## src/include/rimb_pkg.sv

```systemverilog
// constants and types for the regulator interrupt mask bank
package rimb_pkg;

  // ---------------------------------------------------------------
  // register offsets
  // ---------------------------------------------------------------
  localparam logic [7:0] OFS_TOP_MASK_FIRST   = 8'h21;
  localparam logic [7:0] OFS_TOP_MASK_SECOND  = 8'h22;
  localparam logic [7:0] OFS_PHASE01_MASK     = 8'h23;
  localparam logic [7:0] OFS_TOP_FLAGS_FIRST  = 8'h18;
  localparam logic [7:0] OFS_TOP_FLAGS_SECOND = 8'h19;
  localparam logic [7:0] OFS_PHASE01_FLAGS    = 8'h1A;
  localparam logic [7:0] OFS_TOP_LIVE         = 8'h1E;
  localparam logic [7:0] OFS_PHASE01_LIVE     = 8'h1F;

  // ---------------------------------------------------------------
  // field positions
  // ---------------------------------------------------------------
  localparam int unsigned BIT_SYNC_CLK     = 4;
  localparam int unsigned BIT_THERMAL_WARN = 2;
  localparam int unsigned BIT_LOAD_READY   = 0;
  localparam int unsigned BIT_REG_RESET    = 0;
  localparam int unsigned BIT_PH1_GOOD     = 6;
  localparam int unsigned BIT_PH1_LIMIT    = 4;
  localparam int unsigned BIT_PH0_GOOD     = 2;
  localparam int unsigned BIT_PH0_LIMIT    = 0;

  // ---------------------------------------------------------------
  // writable bits, reset values and implemented flag bits
  // ---------------------------------------------------------------
  localparam logic [7:0] WMASK_TOP_FIRST   = 8'hFF;
  localparam logic [7:0] WMASK_TOP_SECOND  = 8'hFF;
  localparam logic [7:0] WMASK_PHASE01     = 8'hDD;
  localparam logic [7:0] RST_TOP_FIRST     = 8'h80;
  localparam logic [7:0] RST_TOP_SECOND    = 8'h00;
  localparam logic [7:0] RST_PHASE01       = 8'h00;
  localparam logic [7:0] FLAGS_TOP_FIRST   = 8'h15;
  localparam logic [7:0] FLAGS_TOP_SECOND  = 8'h01;
  localparam logic [7:0] FLAGS_PHASE01     = 8'h55;

  // register port access
  typedef struct packed {
    logic       wr;
    logic       rd;
    logic [7:0] addr;
    logic [7:0] wdata;
  } rimb_req_t;

  // raw event sources
  typedef struct packed {
    logic sync_clk_lost;
    logic thermal_warn;
    logic load_ready;
    logic reg_reset;
    logic ph0_good;
    logic ph0_limit;
    logic ph1_good;
    logic ph1_limit;
  } rimb_src_t;

endpackage

```

## src/logic/rimb_flag.sv

```systemverilog
// one sticky interrupt flag with mask gating and write-one-to-clear
module rimb_flag (
  input  wire logic clk_i,
  input  wire logic reset_i,
  input  wire logic event_i,
  input  wire logic mask_i,
  input  wire logic clear_i,
  output logic      flag_o
);

  logic next_flag;

  // a masked event never sets the flag; set wins over clear
  always_comb begin
    next_flag = flag_o;
    if (clear_i) begin
      next_flag = 1'b0;
    end
    if (event_i && !mask_i) begin
      next_flag = 1'b1;
    end
  end

  always_ff @(posedge clk_i) begin
    if (reset_i) begin
      flag_o <= 1'b0;
    end else begin
      flag_o <= next_flag;
    end
  end

endmodule

```

## src/logic/rimb_top.sv

```systemverilog
// mask registers, event flags and interrupt output for phases 0 and 1
// Functional notes
// - bit 4 first mask gates sync clock
// - bit 2 first mask gates thermal warning
// - thermal mask leaves live thermal status alone
// - bit 0 first mask gates load ready
// - 0x22 bit 0 gates register reset
// - 0x23 bit 6 gates phase 1 good
// - 0x23 bit 4 gates phase 1 limit
// - 0x23 bit 2 gates phase 0 good
// - 0x23 bit 0 gates phase 0 limit
// - good masks leave raw good status alone
// - limit masks leave raw limit status alone
// - raw good status unlatched, separate from flag
module rimb_top (
  input  wire logic                clk_i,
  input  wire logic                reset_i,
  input  wire rimb_pkg::rimb_req_t req_i,
  input  wire rimb_pkg::rimb_src_t live_i,
  input  wire rimb_pkg::rimb_src_t event_i,
  output logic [7:0]               rdata_o,
  output logic                     rvalid_o,
  output logic                     irq_o
);

  localparam int unsigned NSRC = 8;

  // ---------------------------------------------------------------
  // mask registers
  // ---------------------------------------------------------------
  logic [7:0] top_mask_first;
  logic [7:0] top_mask_second;
  logic [7:0] phase01_event_mask;

  function automatic logic hit(input rimb_pkg::rimb_req_t r,
                               input logic [7:0] ofs);
    return r.wr && (r.addr == ofs);
  endfunction

  function automatic logic [7:0] merge(input logic [7:0] old,
                                       input logic [7:0] wd,
                                       input logic [7:0] wm);
    return (old & ~wm) | (wd & wm);
  endfunction

  always_ff @(posedge clk_i) begin
    if (reset_i) begin
      top_mask_first <= rimb_pkg::RST_TOP_FIRST;
    end else if (hit(req_i, rimb_pkg::OFS_TOP_MASK_FIRST)) begin
      top_mask_first <= merge(top_mask_first, req_i.wdata,
                              rimb_pkg::WMASK_TOP_FIRST);
    end
  end

  always_ff @(posedge clk_i) begin
    if (reset_i) begin
      top_mask_second <= rimb_pkg::RST_TOP_SECOND;
    end else if (hit(req_i, rimb_pkg::OFS_TOP_MASK_SECOND)) begin
      top_mask_second <= merge(top_mask_second, req_i.wdata,
                               rimb_pkg::WMASK_TOP_SECOND);
    end
  end

  // reserved bits 5 and 1 are read-only zero
  always_ff @(posedge clk_i) begin
    if (reset_i) begin
      phase01_event_mask <= rimb_pkg::RST_PHASE01;
    end else if (hit(req_i, rimb_pkg::OFS_PHASE01_MASK)) begin
      phase01_event_mask <= merge(phase01_event_mask, req_i.wdata,
                                  rimb_pkg::WMASK_PHASE01);
    end
  end

  // ---------------------------------------------------------------
  // per-source gates
  // ---------------------------------------------------------------
  logic thermal_warn_irq_gate;
  logic phase0_good_irq_gate;
  logic phase1_good_irq_gate;
  logic phase0_limit_irq_gate;
  logic phase1_limit_irq_gate;
  logic sync_gate;
  logic load_gate;
  logic reset_gate;

  assign sync_gate             = top_mask_first[rimb_pkg::BIT_SYNC_CLK];
  assign thermal_warn_irq_gate =
    top_mask_first[rimb_pkg::BIT_THERMAL_WARN];
  assign load_gate             =
    top_mask_first[rimb_pkg::BIT_LOAD_READY];
  assign reset_gate            =
    top_mask_second[rimb_pkg::BIT_REG_RESET];
  assign phase1_good_irq_gate  =
    phase01_event_mask[rimb_pkg::BIT_PH1_GOOD];
  assign phase1_limit_irq_gate =
    phase01_event_mask[rimb_pkg::BIT_PH1_LIMIT];
  assign phase0_good_irq_gate  =
    phase01_event_mask[rimb_pkg::BIT_PH0_GOOD];
  assign phase0_limit_irq_gate =
    phase01_event_mask[rimb_pkg::BIT_PH0_LIMIT];

  // ---------------------------------------------------------------
  // sticky flags
  // ---------------------------------------------------------------
  logic [NSRC-1:0] ev_vec;
  logic [NSRC-1:0] gate_vec;
  logic [NSRC-1:0] clr_vec;
  logic [NSRC-1:0] flag_vec;

  // order: sync, thermal, load, reset, ph0 good, ph0 lim, ph1 good, ph1 lim
  assign ev_vec   = event_i;
  assign gate_vec = {sync_gate, thermal_warn_irq_gate, load_gate,
                     reset_gate, phase0_good_irq_gate,
                     phase0_limit_irq_gate, phase1_good_irq_gate,
                     phase1_limit_irq_gate};

  logic wr_tf1;
  logic wr_tf2;
  logic wr_pf;

  assign wr_tf1 = hit(req_i, rimb_pkg::OFS_TOP_FLAGS_FIRST);
  assign wr_tf2 = hit(req_i, rimb_pkg::OFS_TOP_FLAGS_SECOND);
  assign wr_pf  = hit(req_i, rimb_pkg::OFS_PHASE01_FLAGS);

  // write one to clear
  assign clr_vec = {
    wr_tf1 & req_i.wdata[rimb_pkg::BIT_SYNC_CLK],
    wr_tf1 & req_i.wdata[rimb_pkg::BIT_THERMAL_WARN],
    wr_tf1 & req_i.wdata[rimb_pkg::BIT_LOAD_READY],
    wr_tf2 & req_i.wdata[rimb_pkg::BIT_REG_RESET],
    wr_pf  & req_i.wdata[rimb_pkg::BIT_PH0_GOOD],
    wr_pf  & req_i.wdata[rimb_pkg::BIT_PH0_LIMIT],
    wr_pf  & req_i.wdata[rimb_pkg::BIT_PH1_GOOD],
    wr_pf  & req_i.wdata[rimb_pkg::BIT_PH1_LIMIT]};

  for (genvar g = 0; g < NSRC; g++) begin : g_flag
    rimb_flag u_flag (
      .clk_i   (clk_i),
      .reset_i (reset_i),
      .event_i (ev_vec[g]),
      .mask_i  (gate_vec[g]),
      .clear_i (clr_vec[g]),
      .flag_o  (flag_vec[g])
    );
  end

  rimb_pkg::rimb_src_t flags;
  assign flags = flag_vec;

  logic thermal_warn_flag;
  logic phase0_good_flag;
  logic phase1_good_flag;
  logic phase0_limit_flag;
  logic phase1_limit_flag;

  assign thermal_warn_flag = flags.thermal_warn;
  assign phase0_good_flag  = flags.ph0_good;
  assign phase1_good_flag  = flags.ph1_good;
  assign phase0_limit_flag = flags.ph0_limit;
  assign phase1_limit_flag = flags.ph1_limit;

  // ---------------------------------------------------------------
  // read data and interrupt
  // ---------------------------------------------------------------
  logic [7:0] top_flags_first;
  logic [7:0] top_flags_second;
  logic [7:0] phase01_flags;
  logic [7:0] top_live;
  logic [7:0] phase01_live;
  logic [7:0] next_rdata;

  always_comb begin
    top_flags_first = 8'h00;
    top_flags_first[rimb_pkg::BIT_SYNC_CLK]     = flags.sync_clk_lost;
    top_flags_first[rimb_pkg::BIT_THERMAL_WARN] = thermal_warn_flag;
    top_flags_first[rimb_pkg::BIT_LOAD_READY]   = flags.load_ready;
    top_flags_second = 8'h00;
    top_flags_second[rimb_pkg::BIT_REG_RESET]   = flags.reg_reset;
    phase01_flags = 8'h00;
    phase01_flags[rimb_pkg::BIT_PH1_GOOD]  = phase1_good_flag;
    phase01_flags[rimb_pkg::BIT_PH1_LIMIT] = phase1_limit_flag;
    phase01_flags[rimb_pkg::BIT_PH0_GOOD]  = phase0_good_flag;
    phase01_flags[rimb_pkg::BIT_PH0_LIMIT] = phase0_limit_flag;
    // live status bypasses masks and flags entirely
    top_live = 8'h00;
    top_live[rimb_pkg::BIT_SYNC_CLK]     = live_i.sync_clk_lost;
    top_live[rimb_pkg::BIT_THERMAL_WARN] = live_i.thermal_warn;
    phase01_live = 8'h00;
    phase01_live[rimb_pkg::BIT_PH1_GOOD]  = live_i.ph1_good;
    phase01_live[rimb_pkg::BIT_PH0_GOOD]  = live_i.ph0_good;
    phase01_live[rimb_pkg::BIT_PH1_LIMIT] = live_i.ph1_limit;
    phase01_live[rimb_pkg::BIT_PH0_LIMIT] = live_i.ph0_limit;
  end

  always_comb begin
    case (req_i.addr)
      rimb_pkg::OFS_TOP_MASK_FIRST:   next_rdata = top_mask_first;
      rimb_pkg::OFS_TOP_MASK_SECOND:  next_rdata = top_mask_second;
      rimb_pkg::OFS_PHASE01_MASK:     next_rdata = phase01_event_mask;
      rimb_pkg::OFS_TOP_FLAGS_FIRST:  next_rdata = top_flags_first;
      rimb_pkg::OFS_TOP_FLAGS_SECOND: next_rdata = top_flags_second;
      rimb_pkg::OFS_PHASE01_FLAGS:    next_rdata = phase01_flags;
      rimb_pkg::OFS_TOP_LIVE:         next_rdata = top_live;
      rimb_pkg::OFS_PHASE01_LIVE:     next_rdata = phase01_live;
      default:                        next_rdata = 8'h00;
    endcase
  end

  always_ff @(posedge clk_i) begin
    if (reset_i) begin
      rdata_o  <= 8'h00;
      rvalid_o <= 1'b0;
    end else begin
      rvalid_o <= req_i.rd;
      if (req_i.rd) begin
        rdata_o <= next_rdata;
      end
    end
  end

  always_ff @(posedge clk_i) begin
    if (reset_i) begin
      irq_o <= 1'b0;
    end else begin
      irq_o <= |flag_vec;
    end
  end

endmodule

```

## config.mk

```make
export PLATFORM = sky130hd
export DESIGN_NAME = rimb_top
export DESIGN_NICKNAME = d
export VERILOG_FILES = /design/src/include/rimb_pkg.sv /design/src/logic/rimb_flag.sv /design/src/logic/rimb_top.sv
export SDC_FILE = /design/constraint.sdc
export NUM_CORES = 1
export LEC_CHECK = 0
export ABC_AREA = 1
export BUFFER_PORTS_ARGS = -buffer_cell sky130_fd_sc_hd__buf_2
export CORE_MARGIN = 4
export CORE_UTILIZATION = 53
export DETAILED_ROUTE_END_ITERATION = 10
export GPL_TIMING_DRIVEN = 1
export HOLD_SLACK_MARGIN = 0.12
export PLACE_DENSITY = 0.78
export SYNTH_ARGS = -nofsm -noshare
export SYNTH_HDL_FRONTEND = slang
export SYNTH_SLANG_ARGS = --single-unit
```

## constraint.sdc

```tcl
create_clock -name clk_i -period 1.2 [get_ports clk_i]
set_input_delay 0.12 -clock clk_i [delete_from_list [all_inputs] [get_ports clk_i]]
set_output_delay 0.12 -clock clk_i [all_outputs]
set_load 0.01 [all_outputs]
```

# --- Word level (Yosys, flattened, before mapping) ---
# Index checks and enable logic that the tools add are counted.
word_totals:
  inputBits: 36
  out_inout_bits: 10
  register_bits: 42
classes:
  eq_ne: 8
  muxes: 17
  n_reduce_logical: 31
  n_bitwise: 9
op_table:
  columns: ["operator", "n"]
  rows:
  - ["8-bit case mux with 8 select lines", 1]
  - ["8-bit by 5-bit equality test with 1-bit output, second input constant", 5]
  - ["8-bit by 6-bit equality test with 1-bit output, second input constant", 3]
  - ["1-bit two-way mux", 16]
  - ["2-bit nonzero test", 8]
  - ["1-bit logical AND", 14]
  - ["1-bit bitwise AND", 8]
  - ["1-bit logical NOT", 8]
  - ["6-bit by 8-bit OR with 8-bit output", 1]
  - ["8-bit OR reduction", 1]

# --- Logic depth before layout (Yosys ltp) ---
logic_depth:
  ltp_word: 5
  mapped_depth: 10
  ltp_nobuf: 9

# --- Hierarchy ---
# Synthesis repeated with hierarchy kept, for this count alone.
hier_totals:
  cells_unflattened: 291
  area_unflattened_um2: 2054.5
modules_own_cells:
  columns: ["mod", "instances", "cells_each", "seq_area_each_um2", "area_per_inst_um2"]
  rows:
  - ["rimb_top", 1, 243, 640.6, 1704.1]
  - ["rimb_flag", 8, 6, 20.0, 43.8]

# --- Worst setup path before layout ---
# OpenSTA, ideal clock, no wires.
synth_timing:
  kind: "input to register"
  start: "input port req_i[14] (netlist name)"
  end: "register top_mask_first[5]"
  arrival_time_ns: 0.898
  setup_time_ns: 0.116
  slack_ns: 0.186
  stages: 9
  required_time_ns: 1.084
  path_cell_list: "inv_1 nand2_2 nor2_4 nand2_2 inv_4 nand2_4 buf_6 o21ai_1 a21oi_1"
synth_via:
  elab_chain_cells: 2
synth_rtl:
  columns: ["item", "line", "rtl"]
  rows:
  - ["start: declaration", "rimb_top.sv:18", "input wire rimb_pkg::rimb_req_t req_i,"]
  - ["8-bit by 6-bit equality test with 1-bit output", "rimb_top.sv:37", "return r.wr && (r.addr == ofs);"]
  - ["1-bit logical AND", "rimb_top.sv:37", null]
  - ["end signal: assignment", "rimb_top.sv:48", "top_mask_first <= rimb_pkg::RST_TOP_FIRST;"]
  - ["end signal: assignment", "rimb_top.sv:50", "top_mask_first <= merge(top_mask_first, req_i.wdata,"]
  - ["end: declaration", "rimb_top.sv:31", "logic [7:0] top_mask_first;"]
# Every way passes these cells.
# A chain may end at the register's enable or synchronous reset.

# --- Worst setup path in the final report ---
layout_timing:
  start: "register g_flag[3].u_flag.flag_o"
  end: "register irq_o"
layout_via:
  elab_chain_cells: 1
layout_rtl:
  columns: ["item", "line", "rtl"]
  rows:
  - ["start: declaration", "rimb_flag.sv:8", "output logic flag_o"]
  - ["start signal: assignment", "rimb_flag.sv:28", "flag_o <= next_flag;"]
  - ["8-bit OR reduction", "rimb_top.sv:225", "irq_o <= |flag_vec;"]
  - ["end signal: assignment", "rimb_top.sv:225", null]
  - ["end: declaration", "rimb_top.sv:23", "output logic irq_o"]
# Every way passes these cells.

==> out/results.ini <==
[drt]
highest_layer=met4
avgViaCountPerCell=5.189
num_vias=1972
drt-pass1-iter-count=5
wl_met3_um=372
drt-met1-wl_mm=2.089
post_drt_wl_per_cell_um=12.68
wl_met2_mm=2.231
drt_iter0_drc=181
route.detailed.drc=0
final_antenna_net_count=0
routed_wirelength_mm=4.820

[critical_path]
required_ps=1380
arrival_ps=1150
worstSetupPathType=reg -> reg
cp_max_fo=3
startpoint_type=flop
worstSetupEndpointType=flop

[finish]
syn2layout_area_growth_pct=25.69
fin_nets=369
fillCellCount=312
diodes=0
layout-drive-gt1-share_pct=26.05

[cts]
post-cts-setup-buffer-count=0
clk_pin_slew_worst_paths_ps=80
numClockSinks=40
cts_tree=done
worstSkewPairLatency_ps=300
cts_max_path_buffers=2
cts_resized=0
htree_levels=2
cts_buffers=5
root_buffer=clkbuf_8

[global_route]
grt_first_pass_wirelength_mm=7.831
antenna_found_initial=0
grt_pass1_vias=1788
grt_util_all_layers_pct=22.61
overflow=0
grt_max_degree=24

[floorplanning]
die_area_um2=4709
num_rows=21
chipWidth_um=68.63
start_util_pct=56.60
core_um2=3442
die_h_um=68.63
pin_count=46

[sta]
slew_headroom_pct=68.38
drv_slew=0
whs_ps=124.3
finalHoldViolations=0
finalCritPeriodShare_pct=81.50
tightest_slew_ps=473.8
fmax_mhz=1023
grt_setup_unrepaired=false
final.min_clock_period_ps=978.0
fin_skew_ps=4.552
setup_viol=0

[flow_run]
drv_cap=0

[synthesis]
synth-seq-cells=40
syn_nets=308
syn_area_per_cell_um2=7.162
ys_types=24
netlist.area_leader.share_pct=41.10
ys_top_cells_by_area=dfxtp_1 41%, nand2_1 13%, a21oi_1 9.0%
netlist_instances=272
ys_warn_count=0
synth_area_um2=1948
ys_seq_area_share_pct=41.10
synth_area_leader_cell=dfxtp_1

[pwr]
total_power_w=0.002735
powerDensity_nw_per_um2=1117
leakagePower_nw=1.095
ir_drop_mv=0.8182

[place]
routabilityCongestion=0.8848
numPortBuffers=43
detailed_place_hpwl_mm=3.405

[status]
status=finished clean

[min_path]
hold_class=in -> reg

==> cells by family after synthesis <==
family / Yosys count / synth area share (%)
flops: 40 / 41.10
simple gates: 134 / 32.88
buf+inv: 39 / 9.762
compound gates: 59 / 16.25
==> worst max-delay path, stage by stage, from the launching register on <==
cell and delay (ps):
dfxtp_1 350, nor4_1 390, a21oi_1 110
==> flip-flops by register name, summed over array words and instances, names as in the netlist <==
register	count
rvalid_o	1
top_mask_second	8
rdata_o	8
phase01_event_mask	6
irq_o	1
g_flag.u_flag.flag_o	8
top_mask_first	8
==> cell type report <==
cell class / count / area [µm²] / share of cell area [%]
clock inverters: 2 / 35.03 / 1.431
well taps: 46 / 57.56 / 2.351
inverters: 30 / 117.6 / 4.803
multi-input cells: 193 / 957.2 / 39.09
repair buffers: 63 / 407.9 / 16.66
clock buffers: 6 / 72.57 / 2.964
flip-flops and latches: 40 / 800.8 / 32.70
==> placed cells by master (no fill, tap or decap), drive strengths merged <==
master       count
o21ai           18
buf             51
o211ai           1
dfxtp           40
clkbuf           6
clkinv           2
a21oi           38
nand2           77
nor2            22
nand4            1
dlygate4sd3     12
o22ai            2
inv             29
nand3           32
nor4             2
bufinv           1
==> through the flow <==
step	TNS (ps)	setup slack [ps]	cell area [µm²]	utilization (%)	std cells
floorplan	0	185.7	1948	-	272
CTS	0	238.1	2449	71.14	380
finish	0	222.0	2449	71.14	380
global route	0	147.1	2449	71.14	380
detailed placement	-19.30	-8.844	2221	64.52	360
global placement	0	13.74	2221	64.52	360
==> synth_stat cells <==
| cell | count |
|---|---|
| a21oi_1 | 35 |
| a21oi_2 | 3 |
| buf_2 | 1 |
| buf_6 | 5 |
| clkbuf_1 | 3 |
| clkinv_1 | 1 |
| dfxtp_1 | 40 |
| inv_1 | 22 |
| inv_2 | 5 |
| inv_4 | 2 |
| nand2_1 | 68 |
| nand2_2 | 6 |
| nand2_4 | 3 |
| nand3_1 | 31 |
| nand3_4 | 1 |
| nand4_1 | 1 |
| nor2_1 | 14 |
| nor2_2 | 4 |
| nor2_4 | 4 |
| nor4_1 | 2 |
| o211ai_2 | 1 |
| o21ai_0 | 13 |
| o21ai_1 | 5 |
| o22ai_1 | 2 |
==> worst paths after layout <==
kind	slack (ps)	startpoint	to	depth (start not counted)
setup / recovery	220	g_flag[3].u_flag.flag_o$_SDFFE_PP0P_	irq_o$_SDFF_PP0_	2
hold / removal	120	req_i[6]	top_mask_first[6]$_SDFFE_PP0P_	3
setup reg to reg	220	g_flag[3].u_flag.flag_o$_SDFFE_PP0P_	irq_o$_SDFF_PP0_	2
hold reg to reg	460	top_mask_second[4]$_SDFFE_PP0P_	top_mask_second[4]$_SDFFE_PP0P_	2
==> per-layer routing <==
layer  track usage [%]  up-vias
met5                 0        -
met4             11.66        0
met3             4.538       14
met2             35.40       76
met1             29.26      877
li1                  -     1005
==> what timing repair did <==
| action | in CTS | in global routing |
|---|---|---|
| hold endpoints to repair | 16 | 0 |
| endpoints found under the setup margin | 0 | 0 |
| hold buffers | 12 | 0 |
==> where the power goes <==
group	switching [W]	total [W]	internal, W
sequential	0.0000230	0.00137	0.00135
combinational	0.000149	0.000267	0.000118
clock	0.000475	0.00109	0.000617
total	0.000648	0.00274	0.00209
Note: power is estimated with default switching activity, not from simulation.
